$ cat src/rtl/adc_regs_pkg.sv
package adc_regs_pkg;
    localparam logic [7:0] ctrl_addr = 8'h20;
    localparam logic [7:0] converter_mode_addr = 8'h21;
    localparam logic [7:0] conversion_result_high_addr = 8'h22;
    localparam logic [7:0] conversion_result_low_addr = 8'h23;
    localparam logic [7:0] reference_select_addr = 8'h24;
    localparam int ctrl_enable_bit = 7;
    localparam int ctrl_start_bit = 6;
    localparam int ctrl_chan_lsb = 2;
    localparam int mode_div_lsb = 1;
    localparam int ref_ext_bit = 7;
    localparam logic [2:0] div_reset = 3'h0;
    localparam logic [3:0] chan_reset = 4'h0;
    localparam logic [3:0] chan_last_ext = 4'hc;
    localparam logic [3:0] chan_bandgap = 4'hf;
    localparam int result_bits = 12;
    localparam logic [7:0] div_count_reset = 8'h00;
endpackage

$ cat src/rtl/conv_clk_if.sv
`timescale 1ns/1ps
interface conv_clk_if;
    logic [2:0] div_sel;
    logic tick;
    modport src (input div_sel, output tick);
    modport dst (output div_sel, input tick);
endinterface

$ cat src/rtl/conv_clk_div.sv
`timescale 1ns/1ps
module conv_clk_div (
    input wire logic sys_clk,
    input wire logic sys_rst,
    conv_clk_if.src clk_bus
);
    typedef struct packed {
        logic [7:0] count;
        logic tick;
    } div_s;
    div_s cur, nxt;
    logic [7:0] terminal;
    always_comb begin
        terminal = 8'(({8'h00, 1'b1} << clk_bus.div_sel) - 9'h001);
        nxt = cur;
        if (cur.count >= terminal) begin
            nxt.count = adc_regs_pkg::div_count_reset;
            nxt.tick = 1'b1;
        end else begin
            nxt.count = cur.count + 8'h01;
            nxt.tick = 1'b0;
        end
    end
    always_ff @(posedge sys_clk) begin
        if (sys_rst) begin
            cur <= '0;
        end else begin
            cur <= nxt;
        end
    end
    assign clk_bus.tick = cur.tick;
endmodule

$ cat src/rtl/adc_ctrl_regs.sv
`timescale 1ns/1ps
// Overview of operation
// - converter clock is sys_clk over two-power mode
// - high result holds bits eleven to four
// - result left-aligned, msb at bit seven
// - low result upper nibble holds bits three-zero
// - reference bit seven picks supply or pin
// - control bit seven enables the converter
// - write one starts if already enabled; reads one unless converting
// - control bits five-two select analog input
module adc_ctrl_regs #(
    parameter int conv_ticks = 14
) (
    input wire logic sys_clk,
    input wire logic sys_rst,
    input wire logic [7:0] io_addr,
    input wire logic io_wr,
    input wire logic io_rd,
    input wire logic [7:0] io_wdata,
    output logic [7:0] io_rdata,
    output logic conv_enable,
    output logic conv_sample,
    output logic [3:0] chan_select,
    output logic ref_external,
    output logic conv_clk_tick,
    input wire logic conv_bit
);
    typedef enum logic [1:0] {st_idle, st_conv, st_done} state_e;
    typedef struct packed {
        state_e state;
        logic enable;
        logic [3:0] chan;
        logic [2:0] div;
        logic ref_ext;
        logic [11:0] shift;
        logic [11:0] result;
        logic [4:0] bit_cnt;
        logic [7:0] rdata;
        logic sample;
        logic tick;
        logic bit_s1;
        logic bit_s2;
    } regs_s;
    regs_s cur, next_cur;
    conv_clk_if clk_bus ();
    conv_clk_div u_div (
        .sys_clk(sys_clk),
        .sys_rst(sys_rst),
        .clk_bus(clk_bus)
    );
    assign clk_bus.div_sel = cur.div;
    logic start_wr;
    logic done_flag;
    always_comb begin
        next_cur = cur;
        next_cur.bit_s1 = conv_bit;
        next_cur.bit_s2 = cur.bit_s1;
        next_cur.tick = clk_bus.tick;
        next_cur.sample = 1'b0;
        start_wr = io_wr && io_addr == adc_regs_pkg::ctrl_addr
            && io_wdata[adc_regs_pkg::ctrl_start_bit];
        done_flag = cur.state != st_conv;
        if (io_wr) begin
            if (io_addr == adc_regs_pkg::ctrl_addr) begin
                next_cur.enable = io_wdata[adc_regs_pkg::ctrl_enable_bit];
                next_cur.chan = io_wdata[adc_regs_pkg::ctrl_chan_lsb +: 4];
            end else if (io_addr == adc_regs_pkg::converter_mode_addr) begin
                next_cur.div = io_wdata[adc_regs_pkg::mode_div_lsb +: 3];
            end else if (io_addr == adc_regs_pkg::reference_select_addr) begin
                next_cur.ref_ext = io_wdata[adc_regs_pkg::ref_ext_bit];
            end
        end
        case (cur.state)
            st_idle, st_done: begin
                if (start_wr && cur.enable) begin
                    next_cur.state = st_conv;
                    next_cur.bit_cnt = 5'h00;
                    next_cur.shift = 12'h000;
                end
            end
            st_conv: begin
                if (!cur.enable) begin
                    next_cur.state = st_idle;
                end else if (cur.tick) begin
                    if (cur.bit_cnt == 5'(conv_ticks - 1)) begin
                        next_cur.state = st_done;
                        next_cur.result = cur.shift;
                    end else begin
                        next_cur.bit_cnt = cur.bit_cnt + 5'h01;
                        if (cur.bit_cnt < 5'(adc_regs_pkg::result_bits)) begin
                            next_cur.shift = {cur.shift[10:0], cur.bit_s2};
                            next_cur.sample = 1'b1;
                        end
                    end
                end
            end
            default: next_cur.state = st_idle;
        endcase
        next_cur.rdata = 8'h00;
        if (io_rd) begin
            if (io_addr == adc_regs_pkg::ctrl_addr) begin
                next_cur.rdata = {cur.enable, done_flag, cur.chan, 2'h0};
            end else if (io_addr == adc_regs_pkg::converter_mode_addr) begin
                next_cur.rdata = {4'h0, cur.div, 1'b0};
            end else if (io_addr == adc_regs_pkg::conversion_result_high_addr) begin
                next_cur.rdata = cur.result[11:4];
            end else if (io_addr == adc_regs_pkg::conversion_result_low_addr) begin
                next_cur.rdata = {cur.result[3:0], 4'h0};
            end
        end
    end
    always_ff @(posedge sys_clk) begin
        if (sys_rst) begin
            cur <= '0;
            cur.state <= st_idle;
            cur.div <= adc_regs_pkg::div_reset;
            cur.chan <= adc_regs_pkg::chan_reset;
        end else begin
            cur <= next_cur;
        end
    end
    assign io_rdata = cur.rdata;
    assign conv_enable = cur.enable;
    assign conv_sample = cur.sample;
    assign chan_select = cur.chan;
    assign ref_external = cur.ref_ext;
    assign conv_clk_tick = cur.tick;

    a_result_hold: assert property (@(posedge sys_clk) disable iff (sys_rst)
        cur.state != st_conv |=> $stable(cur.result))
        else $error("result changed outside conversion");
    a_high_read: assert property (@(posedge sys_clk) disable iff (sys_rst)
        io_rd && io_addr == adc_regs_pkg::conversion_result_high_addr
        |=> io_rdata == $past(cur.result[11:4]))
        else $error("high result read wrong");
    a_low_read: assert property (@(posedge sys_clk) disable iff (sys_rst)
        io_rd && io_addr == adc_regs_pkg::conversion_result_low_addr
        |=> io_rdata[3:0] == 4'h0 && io_rdata[7:4] == $past(cur.result[3:0]))
        else $error("low result read wrong");
    a_enable_gate: assert property (@(posedge sys_clk) disable iff (sys_rst)
        !conv_enable && cur.state != st_conv |=> cur.state != st_conv)
        else $error("conversion started while disabled");
    a_done_read: assert property (@(posedge sys_clk) disable iff (sys_rst)
        io_rd && io_addr == adc_regs_pkg::ctrl_addr && cur.state != st_conv
        |=> io_rdata[6])
        else $error("done bit not reported");
    a_ref_write: assert property (@(posedge sys_clk) disable iff (sys_rst)
        io_wr && io_addr == adc_regs_pkg::reference_select_addr
        |=> ref_external == $past(io_wdata[7]))
        else $error("reference select not stored");
    a_chan_write: assert property (@(posedge sys_clk) disable iff (sys_rst)
        io_wr && io_addr == adc_regs_pkg::ctrl_addr |=> chan_select == $past(io_wdata[5:2]))
        else $error("channel not stored");
    a_div_rate: assert property (@(posedge sys_clk) disable iff (sys_rst)
        cur.div == 3'h1 && $past(cur.div) == 3'h1 && $past(cur.div, 2) == 3'h1
        && conv_clk_tick && !io_wr |=> !conv_clk_tick)
        else $error("divide by two ticked twice");
    a_mode_read: assert property (@(posedge sys_clk) disable iff (sys_rst)
        io_rd && io_addr == adc_regs_pkg::converter_mode_addr |=> io_rdata[7:4] == 4'h0)
        else $error("reserved mode bits set");
    c_conv_done: cover property (@(posedge sys_clk) cur.state == st_conv ##1 cur.state == st_done);
    c_abort: cover property (@(posedge sys_clk) cur.state == st_conv && !cur.enable);
    c_slow_div: cover property (@(posedge sys_clk) cur.div == 3'h7 && conv_clk_tick);
    c_busy_read: cover property (@(posedge sys_clk) cur.state == st_conv && io_rd);
    c_ext_ref: cover property (@(posedge sys_clk) ref_external && cur.state == st_done);

    // sequencer guards
    a_abort_idle: assert property (@(posedge sys_clk) disable iff (sys_rst)
        cur.state == st_conv && !cur.enable
        |=> cur.state == st_idle)
        else $error("abort did not return to idle");
    a_result_latch: assert property (@(posedge sys_clk) disable iff (sys_rst)
        cur.state == st_conv && cur.enable && cur.tick && cur.bit_cnt == 5'(conv_ticks - 1)
        |=> cur.result == $past(cur.shift))
        else $error("result not latched at end");
    a_done_state: assert property (@(posedge sys_clk) disable iff (sys_rst)
        cur.state == st_conv && cur.enable && cur.tick && cur.bit_cnt == 5'(conv_ticks - 1)
        |=> cur.state == st_done)
        else $error("conversion did not finish");
    a_sample_tick: assert property (@(posedge sys_clk) disable iff (sys_rst)
        conv_sample
        |-> $past(cur.tick))
        else $error("sample without converter tick");
    a_high_wr_ignored: assert property (@(posedge sys_clk) disable iff (sys_rst)
        io_wr && io_addr == adc_regs_pkg::conversion_result_high_addr && cur.state != st_conv
        |=> $stable(cur.result))
        else $error("result changed by a write");

    // register read guards
    a_busy_read: assert property (@(posedge sys_clk) disable iff (sys_rst)
        io_rd && io_addr == adc_regs_pkg::ctrl_addr && cur.state == st_conv
        |=> !io_rdata[6])
        else $error("done bit set while converting");
    a_enable_read: assert property (@(posedge sys_clk) disable iff (sys_rst)
        io_rd && io_addr == adc_regs_pkg::ctrl_addr
        |=> io_rdata[7] == $past(cur.enable))
        else $error("enable bit read wrong");
    a_chan_read: assert property (@(posedge sys_clk) disable iff (sys_rst)
        io_rd && io_addr == adc_regs_pkg::ctrl_addr
        |=> io_rdata[5:2] == $past(cur.chan) && io_rdata[1:0] == 2'h0)
        else $error("channel read wrong");
    a_ref_wo: assert property (@(posedge sys_clk) disable iff (sys_rst)
        io_rd && io_addr == adc_regs_pkg::reference_select_addr
        |=> io_rdata == 8'h00)
        else $error("write-only reference readable");
    a_mode_lsb: assert property (@(posedge sys_clk) disable iff (sys_rst)
        io_rd && io_addr == adc_regs_pkg::converter_mode_addr
        |=> io_rdata[0] == 1'b0)
        else $error("reserved mode bit zero set");
    a_idle_rdata: assert property (@(posedge sys_clk) disable iff (sys_rst)
        !io_rd
        |=> io_rdata == 8'h00)
        else $error("read data without read");

    // register write guards
    a_div_write: assert property (@(posedge sys_clk) disable iff (sys_rst)
        io_wr && io_addr == adc_regs_pkg::converter_mode_addr
        |=> cur.div == $past(io_wdata[3:1]))
        else $error("divider code not stored");
    a_enable_write: assert property (@(posedge sys_clk) disable iff (sys_rst)
        io_wr && io_addr == adc_regs_pkg::ctrl_addr
        |=> conv_enable == $past(io_wdata[7]))
        else $error("enable not stored");
endmodule

$ cat config.mk
export PLATFORM = sky130hd
export DESIGN_NAME = adc_ctrl_regs
export DESIGN_NICKNAME = d
export VERILOG_FILES = /design/src/rtl/adc_regs_pkg.sv /design/src/rtl/conv_clk_if.sv /design/src/rtl/conv_clk_div.sv /design/src/rtl/adc_ctrl_regs.sv
export SDC_FILE = /design/constraint.sdc
export NUM_CORES = 1
export LEC_CHECK = 0
export ABC_AREA = 1
export BUFFER_PORTS_ARGS = -buffer_cell sky130_fd_sc_hd__buf_4
export CORE_ASPECT_RATIO = 2
export CORE_UTILIZATION = 30
export CTS_BUF_LIST = sky130_fd_sc_hd__clkbuf_4
export CTS_CLUSTER_SIZE = 16
export DETAILED_ROUTE_END_ITERATION = 10
export PLACE_DENSITY = 0.56
export SYNTH_ARGS = -nofsm -noshare
export SYNTH_HDL_FRONTEND = slang
export SYNTH_SLANG_ARGS = --single-unit
export TNS_END_PERCENT = 30
$ cat constraint.sdc
create_clock -name sys_clk -period 2.4 [get_ports sys_clk]
set_input_delay 0.48 -clock sys_clk [delete_from_list [all_inputs] [get_ports sys_clk]]
set_output_delay 0.48 -clock sys_clk [all_outputs]
set_load 0.02 [all_outputs]
**Yosys cells after proc, flatten, opt, wreduce, memory -nomap -nowiden**

Index checks and enable logic that the tools add are counted.

- Add/subtract/negate cells: 3
- Order comparisons: 2
- Equality and inequality tests: 16
- Shift-type cells: 1
- Mux-type cells: 21
- Bitwise gates (word level): 6
- Reductions and logical operators: 18

Operators by type and width:

| operator | count |
|---|---|
| $mux 29 | 2 |
| $mux 12 | 4 |
| $eq 8x6->1 const B | 5 |
| $mux 8 | 4 |
| $pmux 12 s2 | 1 |
| $mux 5 | 2 |
| $ne 2x2->1 const B | 5 |
| $pmux 5 s2 | 1 |
| $add 8x1->8 const B | 1 |
| $ge 8x8->1 | 1 |
| $mux 2 | 4 |
| $reduce_and 4->1 | 2 |
| $shl 1x3->8 const A | 1 |
| $sub 8x1->8 const B | 1 |
| $ne 3x3->1 const B | 2 |
| $not 1->1 | 6 |
| $reduce_and 3->1 | 2 |
| $reduce_and 6->1 | 1 |
| $reduce_or 2->1 | 3 |
| $add 5x1->5 const B | 1 |
| $eq 5x4->1 const B | 1 |
| $lt 5x4->1 const B | 1 |
| $reduce_and 5->1 | 1 |
| $reduce_or 5->1 | 1 |
| other kinds (11) | 14 |

- Flip-flop bits (word level): 61
- Word-level logic and storage cells: 84

**Logic depth before layout (Yosys ltp)**

Gate-level depths: netlist of run 1.

- Word-level depth: 6
- Mapped depth: 11
- Gate-level depth less buffers: 10

**Hierarchy**

Synthesis of run 1 repeated with hierarchy kept, for this count alone.

- Cells, all modules: 419
- Area total of the unflattened synthesis: 3014.1 µm²

By module, submodules not included:

| module | times used | cells an instance | area each (µm²) |
|---|---|---|---|
| adc_ctrl_regs | 1 | 340 | 2424.8 |
| conv_clk_div | 1 | 79 | 589.3 |

**Worst setup path after synthesis of run 1**

OpenSTA, ideal clock, no wires.

- Path type: flip-flop to flip-flop
- Start point: register cur, in the netlist clk_bus.div_sel[2]
- End point: register u_div.cur[1] in the netlist's numbering
- Arrival time: 1.617 ns
- Slack: 0.712 ns
- Stages on the path, launching flop included: 9
- Buffers on the path: 1
- Cells stage by stage: dfxtp_1 clkbuf_1 nand2_1 ha_1 a21oi_1 nor2_1 a211oi_1 nand4_1 nor2_1

- Word-level cells in the longest chain between the ends: 4

RTL lines:

| element | line | source |
|---|---|---|
| start, declared | adc_ctrl_regs.sv:44 | `regs_s cur, next_cur;` |
| start signal, assigned | adc_ctrl_regs.sv:119 | `cur <= next_cur;` |
| $shl 1x3->8 | conv_clk_div.sv:14 | `terminal = 8'(({8'h00, 1'b1} << clk_bus.div_sel) - 9'h001);` |
| $sub 8x1->8 | conv_clk_div.sv:14 |  |
| $ge 8x8->1 | conv_clk_div.sv:16 | `if (cur.count >= terminal) begin` |
| $reduce_or 2->1 (no line) | -- |  |
| end signal, assigned | conv_clk_div.sv:28 | `cur <= nxt;` |
| end, declared | conv_clk_div.sv:11 | `div_s cur, nxt;` |

No other way between the ends.
A chain may end at the register's enable or synchronous reset.

**Final worst setup path of run 1**

Same ends and word-level chain as after synthesis.

==> results of run 1 <==
## sequential cells by signal, summed over array words and instances, names as in the netlist
| name | cells |
|---|---|
| chan_select | 4 |
| clk_bus.div_sel | 3 |
| conv_clk_tick | 1 |
| conv_enable | 1 |
| conv_sample | 1 |
| cur | 33 |
| io_rdata | 8 |
| ref_external | 1 |
| u_div.clk_bus.tick | 1 |
| u_div.cur | 8 |
## worst register-to-register path, stage by stage, from the launching register on
cell	delay, ps
dfxtp_1	520
nand2_1	90
ha_1	300
a21oi_1	150
nor2_1	60
a211oi_1	310
nand4_1	380
nor2_1	190
## stage by stage
stage | worst slack [ps] | std cells | hold slack, ps | area, um^2 | power (mW)
6_report | 327 | 573 | 275 | 3520 | 1.89
3_3_place_gp | 466 | 557 | 389 | 3370 | 1.14
3_5_place_dp | 364 | 557 | 396 | 3370 | 1.14
2_1_floorplan | 712 | 408 | 388 | 3080 | 1.09
4_1_cts | 342 | 572 | 254 | 3510 | 1.93
5_1_grt | 35.0 | 573 | 279 | 3520 | 1.98
## synthesized netlist by cell type
master / count / area (um^2)
nor2_2: 9 / 56.3
nor2_1: 58 / 218
nand3_4: 1 / 17.5
inv_2: 2 / 7.51
buf_2: 4 / 20.0
nand2_1: 88 / 330
o21a_1: 2 / 15.0
ha_1: 11 / 138
a211oi_2: 2 / 25.0
nand2_4: 3 / 33.8
conb_1: 1 / 3.75
a211oi_1: 2 / 15.0
inv_1: 46 / 173
nand2_2: 4 / 25.0
xor2_1: 5 / 43.8
buf_12: 1 / 20.0
nor2_8: 2 / 40.0
buf_6: 1 / 11.3
nor4_4: 2 / 42.5
o21ai_0: 7 / 35.0
nand4_1: 6 / 37.5
a21oi_2: 8 / 70.1
nand3_2: 1 / 10.0
nor4_2: 1 / 12.5
nand4_2: 1 / 12.5
dfxtp_1: 61 / 1220
clkbuf_1: 4 / 15.0
nand3_1: 25 / 125
o21ai_2: 1 / 8.76
a21boi_0: 1 / 7.51
xnor2_1: 2 / 17.5
a21oi_1: 20 / 100
nor3_1: 1 / 5.00
o21ai_1: 8 / 40.0
nor2_4: 2 / 22.5
clkinv_1: 1 / 3.75
buf_4: 14 / 105
## layer usage
layer  global-route usage  wire length [um]  vias up
met5                    0                 0        -
met4               0.0904               185        0
li1                     -                 -     1324
met1                0.139              2550     1152
met3               0.0263               243       14
met2                0.257              3750       52
## power groups by stage
| stage | clock (mW) | combinational [mW] | sequential, mW |
|---|---|---|---|
| final | 0.780 | 0.0931 | 1.02 |
| after global routing | 0.851 | 0.103 | 1.02 |
| after CTS | 0.808 | 0.0946 | 1.02 |
| after detailed placement | 0 | 0.0942 | 1.05 |
| after global placement | 0 | 0.0932 | 1.05 |
| after floorplan | 0 | 0.0493 | 1.04 |
## cells by family after synthesis
group | after synthesis | share of synthesized area
XOR/XNOR | 7 | 0.0199
AND/OR/NAND/NOR | 204 | 0.320
adder cells (fa/ha/maj) | 11 | 0.0446
buffers and inverters | 73 | 0.115
AO/OA/AOI/OAI | 51 | 0.103
flip-flops | 61 | 0.396
other | 1 | 0.00122
## cell type report
type,instances,area (um^2),area share
multi-input combinational,274,1510,0.429
sequential,61,1220,0.347
timing repair buffer,38,285,0.0811
inverter,49,184,0.0523
tap,135,169,0.0480
clock inverter,6,78.8,0.0224
clock buffer,9,67.6,0.0192
antenna,1,2.50,0.000712
## final timing paths
check                                       start                       to  slack, ps  cells after the start
setup / recovery  clk_bus.div_sel[2]$_SDFFE_PP0P_  u_div.cur[1]$_SDFF_PP0_        330                      7
hold / removal                           conv_bit        cur[1]$_SDFF_PP0_        280                      3
setup reg to reg  clk_bus.div_sel[2]$_SDFFE_PP0P_  u_div.cur[1]$_SDFF_PP0_        330                      7
hold reg to reg                 cur[1]$_SDFF_PP0_        cur[0]$_SDFF_PP0_        410                      2
## cells in the final DEF (no fill, tap or decap), drive strengths merged
cell type	instances
a211oi	4
a21boi	1
a21oi	28
buf	38
bufinv	2
clkbuf	9
clkinv	5
conb	1
dfxtp	61
diode	1
ha	11
inv	48
nand2	95
nand3	27
nand4	7
nor2	71
nor3	1
nor4	3
o21a	2
o21ai	16
xnor2	2
xor2	5
==> summary.txt, run 1 <==
Run status
  • Status: finished clean

Power and ir drop
  • Clock share of power: 0.412
  • Net Sw Power: 432 uW
  • Peak VDD IR: 0.000202 V
  • PD cells: 539 nW/um^2
  • Sequential power share: 0.539
  • P_leak: 1.55 nW
  • Comb pwr share: 0.049
  • P_int: 1.46 mW
  • Switch share: 0.228

Critical path
  • CP startpoint kind: flop
  • Max incr delay on CP: 520 ps
  • Critical path endpoint category: flop
  • Crit path top cell by count: nor2_1
  • Slowest-stage cell, CP: dfxtp_1
  • Setup CP Type: reg2reg
  • Top delay family on crit path: simple AND/OR/NAND/NOR gates
  • Worst endpoint required time: 2730 ps
  • CP Max Fanout: 8
  • CP arrival: 2400 ps
  • Critical Path, Cell by Cell: nand2_1 > ha_1 > a21oi_1 > nor2_1 > a211oi_1 > nand4_1 > nor2_1
  • Worst Path Buf+Inv: 0

Timing
  • Final worst-path cycle share: 0.864
  • Fin Setup TNS: 0 ps
  • Setup Skew: 14.7 ps
  • Slew margin rel.: 0.585
  • Max Clk Rate: 483 MHz
  • Setup Viol. Count Final: 0
  • Worst-margin pin slew: 617 ps
  • Fin. Hold Viols: 0
  • Pins Over Slew Limit: 0
  • RSZ-0062 raised after global routing: false
  • Min Tclk post-route: 2070 ps

Cells and area
  • Fillers: 1081
  • Layout cells sized above 1: 0.208
  • Finished Core Util: 0.349
  • Nets: 465
  • Area delta synth->final: 14.0%

Routing
  • Drc violations: 0
  • Total Wirelength: 6.73 mm
  • Wire length per cell: 11.7 um
  • DR vias: 2542
  • Mean number of vias per cell: 4.44
  • Antenna Nets Post-Route: 0
  • First drt pass iteration count: 4
  • DR iter-0 viols: 122

Yosys
  • Syn Std Cell Area: 3080 um^2
  • Synth cell types: 37
  • #FFs+latches synth: 61
  • Sequential fraction of the synthesis area: 0.396
  • Syn_nets: 440
  • Syn_area_per_cell: 7.56 um^2
  • YS warnings: 0
  • Mapped Cells: 408

Floorplan
  • Chip width: 73.7 um
  • Die Height: 145 um
  • Full die area: 10700 um^2
  • Initial Util: 0.306
  • Area of the core: 10100 um^2
  • Num rows: 52
  • Ports: 37

CTS
  • Worst-Skew Late Latency: 410 ps
  • Hold buffers post-CTS: 0
  • Num CTS Buffers: 9
  • Post-CTS setup buffers: 0
  • H-Tree Depth: 3
  • Resized Gates After CTS: 0
  • Longest Clk Path Bufs: 2
  • Root Driver: clkbuf_4
  • TritonCTS clock tree: yes
  • Clk slew on worst S/H paths: 100 ps
  • Clock sinks: 61

GRT
  • GR Util All Layers: 0.141
  • Largest net degree at the start of global routing: 22
  • Via count of the first global-routing pass: 2546
  • Grt total ovfl: 0
  • Initial antenna violation count: 1
  • First-pass GRT wire length: 11.5 mm

Place
  • IO buf count: 35
  • Final GP Congestion: 0.795
  • DP Wirelength: 5.12 mm

Min path
  • Hold Crit Class: in2reg

Job
  • Max Cap Viol: 0
Power figures use the tool's default switching activity.
==> run 2, diff against run 1 <==
CTS_BUF_LIST = default   (was sky130_fd_sc_hd__clkbuf_4)
TNS_END_PERCENT = 10   (was 30)
==> summary.txt, run 2 (synthesized netlist as in run 1, its figures left out) <==
Place
  • Post-placement cell count: 557
  • DP Wirelength: 5.12 mm
  • IO buf count: 35
  • Final GP Congestion: 0.795

Critical path
  • Worst endpoint required time: 2650 ps
  • CP startpoint kind: flop
  • Critical path endpoint category: flop
  • Slowest-stage cell, CP: dfxtp_1
  • Critical Path, Cell by Cell: nand2_1 > ha_1 > a21oi_1 > nor2_1 > a211oi_1 > nand4_1 > nor2_1
  • Setup CP Type: reg2reg
  • CP arrival: 2320 ps
  • Crit path top cell by count: nor2_1
  • CP Max Fanout: 8
  • Max incr delay on CP: 500 ps

Routing
  • DR vias: 2542
  • First drt pass iteration count: 4
  • Drc violations: 0
  • Mean number of vias per cell: 4.44
  • Antenna Nets Post-Route: 0
  • DR iter-0 viols: 82
  • Wire length per cell: 11.7 um
  • Total Wirelength: 6.70 mm

CTS
  • Resized Gates After CTS: 0
  • Root Driver: clkbuf_16
  • TritonCTS clock tree: yes
  • Longest Clk Path Bufs: 2
  • Post-CTS setup buffers: 0
  • Num CTS Buffers: 9
  • Worst-Skew Late Latency: 320 ps
  • Clk slew on worst S/H paths: 50 ps
  • Hold buffers post-CTS: 0
  • Clock sinks: 61
  • H-Tree Depth: 3

Cells and area
  • # diodes: 0
  • Most frequent cells in the layout: nand2_1, dfxtp_1, nor2_1
  • Max reg flops: 33
  • Commonest non-fill, non-tap cell in the layout: nand2_1
  • Finished Core Util: 0.365
  • Area of the multi-input gates: 1510 um^2
  • Fillers: 1062
  • Top reg by flops: cur
  • Nets: 465
  • FF/Latch Area: 1220 um^2
  • Area delta synth->final: 19.4%
  • Layout cells sized above 1: 0.211
  • Finished Layout Cells: 572

Timing
  • Final worst-path cycle share: 0.861
  • Min Tclk post-route: 2070 ps
  • Worst-margin pin slew: 631 ps
  • Fin. Hold Viols: 0
  • Setup Skew: 6.36 ps
  • Slew margin rel.: 0.576
  • Max Clk Rate: 484 MHz
  • Setup Viol. Count Final: 0
  • RSZ-0062 raised after global routing: false
  • Pins Over Slew Limit: 0
  • Fin Setup TNS: 0 ps

Floorplan
  • Full die area: 10700 um^2
  • Ports: 37
  • Chip width: 73.7 um
  • Num rows: 52
  • Area of the core: 10100 um^2
  • Die Height: 145 um
  • Initial Util: 0.306

GRT
  • Initial antenna violation count: 0
  • Via count of the first global-routing pass: 2541
  • GR Util All Layers: 0.142
  • First-pass GRT wire length: 11.6 mm
  • Largest net degree at the start of global routing: 22
  • Grt total ovfl: 0

Min path
  • Hold Crit Class: in2reg

Run status
  • Status: finished clean

Power and ir drop
  • PD cells: 673 nW/um^2
  • Peak VDD IR: 0.000344 V
  • P_leak: 1.63 nW

Job
  • Max Cap Viol: 0
==> run 2: cell count changes in the layout (fill, tap and decap cells not counted), sizes merged <==
cell | previous run | this run
clkinv | 5 | 4
clkbuf | 9 | 10
diode | 1 | 0
==> run 2: where the power goes <==
group          leakage, nW  switching (mW)  internal (mW)
Sequential           0.492         0.00473           1.02
Clock                0.158           0.434          0.924
Combinational        0.976          0.0560         0.0370
Total                 1.63           0.495           1.98
==> run 2: stage by stage <==
step | worst slack, ps | instance area [um^2] | power (mW) | hold slack (ps)
6_report | 334 | 3680 | 2.48 | 358
3_5_place_dp | 364 | 3370 | 1.14 | 396
2_1_floorplan | 712 | 3080 | 1.09 | 388
3_3_place_gp | 466 | 3370 | 1.14 | 389
4_1_cts | 341 | 3680 | 2.52 | 348
5_1_grt | 51.0 | 3680 | 2.57 | 379
==> run 2: cell type report <==
cell class	instances	share of cell area
timing repair buffer	38	0.0775
sequential	61	0.332
clock buffer	10	0.0649
clock inverter	5	0.0204
multi-input combinational	274	0.410
tap	135	0.0459
inverter	49	0.0500
==> run 2: final timing paths <==
kind                                                 to  cells past startpoint                            start  slack [ps]
worst max register to register  u_div.cur[4]$_SDFF_PP0_                      7  clk_bus.div_sel[2]$_SDFFE_PP0P_         330
worst max-delay path            u_div.cur[4]$_SDFF_PP0_                      7  clk_bus.div_sel[2]$_SDFFE_PP0P_         330
worst min-delay path                  cur[1]$_SDFF_PP0_                      3                         conv_bit         360
worst min register to register        cur[0]$_SDFF_PP0_                      2                cur[1]$_SDFF_PP0_         400
==> run 2: metal layers <==
metal,track usage,share of wire,vias to the layer above
met2,0.261,0.57,41
li1,-,-,1324
met3,0.0298,0.032,14
met4,0.0856,0.027,0
met1,0.139,0.38,1163
met5,0,0,-
==> run 2: critical path: cells and delay by family, from the launching register on <==
family / cells / cell delay, ps
AOI/OAI and AO/OA: 2 / 460
adders and majority gates: 1 / 300
DFF: 1 / 500
and+or+nand+nor: 4 / 730
==> run 3, diff against run 2 <==
CTS_BUF_LIST = sky130_fd_sc_hd__clkbuf_16   (was default)
==> summary.txt, run 3 (synthesized netlist as in run 1, its figures left out) <==
Run status
  • Status: finished clean

Power and ir drop
  • P_int: 1.95 mW
  • P_leak: 1.62 nW
  • PD cells: 666 nW/um^2
  • Comb pwr share: 0.038
  • Sequential power share: 0.419
  • Peak VDD IR: 0.000345 V
  • Net Sw Power: 496 uW
  • Clock share of power: 0.543
  • Switch share: 0.203

Cells and area
  • Layout cells sized above 1: 0.208
  • Fin area: 3670 um^2
  • Top reg by flops: cur
  • Max reg flops: 33
  • Most frequent cells in the layout: nand2_1, dfxtp_1, nor2_1
  • Finished Layout Cells: 572
  • # diodes: 0
  • Nets: 465
  • Area delta synth->final: 19.0%
  • Commonest non-fill, non-tap cell in the layout: nand2_1

Routing
  • Wire length per cell: 11.8 um
  • Antenna Nets Post-Route: 0
  • Mean number of vias per cell: 4.44
  • DR vias: 2538
  • Drc violations: 0
  • First drt pass iteration count: 4
  • Total Wirelength: 6.72 mm
  • DR iter-0 viols: 104

Timing
  • Min Tclk post-route: 2060 ps
  • Slew margin rel.: 0.573
  • Fin Setup TNS: 0 ps
  • Fin. Hold Viols: 0
  • Pins Over Slew Limit: 0
  • Setup Viol. Count Final: 0
  • Final worst-path cycle share: 0.858
  • RSZ-0062 raised after global routing: false
  • Worst-margin pin slew: 634 ps
  • Setup Skew: 6.39 ps
  • Max Clk Rate: 486 MHz

Place
  • Post-placement cell count: 557
  • DP Wirelength: 5.12 mm
  • IO buf count: 35
  • Cell Area, Placed: 3370 um^2
  • Final GP Congestion: 0.795

GRT
  • GR Util All Layers: 0.142
  • Initial antenna violation count: 0
  • Via count of the first global-routing pass: 2534
  • Grt total ovfl: 0
  • First-pass GRT wire length: 11.6 mm
  • Largest net degree at the start of global routing: 22

Job
  • Max Cap Viol: 0

Floorplan
  • Full die area: 10700 um^2
  • Chip width: 73.7 um
  • Area of the core: 10100 um^2
  • Die Height: 145 um
  • Ports: 37
  • Num rows: 52
  • Initial Util: 0.306

CTS
  • H-Tree Depth: 3
  • Post-CTS setup buffers: 0
  • TritonCTS clock tree: yes
  • Num CTS Buffers: 9
  • Hold buffers post-CTS: 0
  • Longest Clk Path Bufs: 2
  • Clk slew on worst S/H paths: 50 ps
  • Clock sinks: 61
  • Worst-Skew Late Latency: 330 ps
  • Resized Gates After CTS: 0
  • Root Driver: clkbuf_16

Critical path
  • Worst Path Buf+Inv: 0
  • CP Max Fanout: 8
  • Slowest-stage cell, CP: dfxtp_1
  • CP arrival: 2310 ps
  • Critical Path, Cell by Cell: nand2_1 > ha_1 > a21oi_1 > nor2_1 > a211oi_1 > nand4_1 > nor2_1
  • Max incr delay on CP: 500 ps
  • Worst endpoint required time: 2650 ps
  • Crit path top cell by count: nor2_1
  • Top delay family on crit path: simple AND/OR/NAND/NOR gates
  • CP startpoint kind: flop
  • Flop2flop setup slack: 340 ps
  • Critical path endpoint category: flop
  • Setup CP Type: reg2reg

Min path
  • Hold Crit Class: in2reg
run 3: cell count changes in the layout (fill, tap and decap cells not counted):
cell	change
clkinv_1	+1
clkbuf_8	-1
run 3: worst paths after layout:
| path | startpoint | end | cells after the start |
|---|---|---|---|
| worst max-delay path | clk_bus.div_sel[2]$_SDFFE_PP0P_ | u_div.cur[4]$_SDFF_PP0_ | 7 |
| worst min-delay path | conv_bit | cur[1]$_SDFF_PP0_ | 3 |
| worst max register to register | clk_bus.div_sel[2]$_SDFFE_PP0P_ | u_div.cur[4]$_SDFF_PP0_ | 7 |
| worst min register to register | cur[1]$_SDFF_PP0_ | cur[0]$_SDFF_PP0_ | 2 |
run 3: layer usage:
metal / vias up / GRT usage / wire length, um
met5: - / 0 / 0
met4: 0 / 0.0856 / 195
met3: 15 / 0.0298 / 220
met2: 43 / 0.260 / 3760
met1: 1155 / 0.140 / 2540
li1: 1325 / - / -
run 3: power by group through the flow:
stage | logic [mW] | registers (mW) | clock network [mW]
3_3_place_gp | 0.0932 | 1.05 | 0
4_1_cts | 0.0946 | 1.02 | 1.37
3_5_place_dp | 0.0942 | 1.05 | 0
2_1_floorplan | 0.0493 | 1.04 | 0
6_report | 0.0933 | 1.02 | 1.33
5_1_grt | 0.103 | 1.02 | 1.41
run 3: metrics by stage:
step / utilization / total power [mW] / setup WS, ps / hold slack [ps]
finish: 0.364 / 2.44 / 342 / 358
global route: 0.364 / 2.54 / 49.7 / 379
CTS: 0.364 / 2.49 / 343 / 348
detailed placement: 0.334 / 1.14 / 364 / 396
global placement: 0.334 / 1.14 / 466 / 389
floorplan: - / 1.09 / 712 / 388
run 3: worst reg2reg max path, cell delays in order (launching register included):
cell      delay [ps]
dfxtp_1          500
nand2_1           90
ha_1             300
a21oi_1          150
nor2_1            60
a211oi_1         320
nand4_1          380
nor2_1           190
run 3: area by class of cell:
class | instances | area, um^2
Fill cell | 1065 | 6410
Clock inverter | 6 | 78.8
Multi-Input combinational cell | 274 | 1510
Sequential cell | 61 | 1220
Tap cell | 135 | 169
Timing Repair Buffer | 38 | 285
Clock buffer | 9 | 225
Inverter | 49 | 184
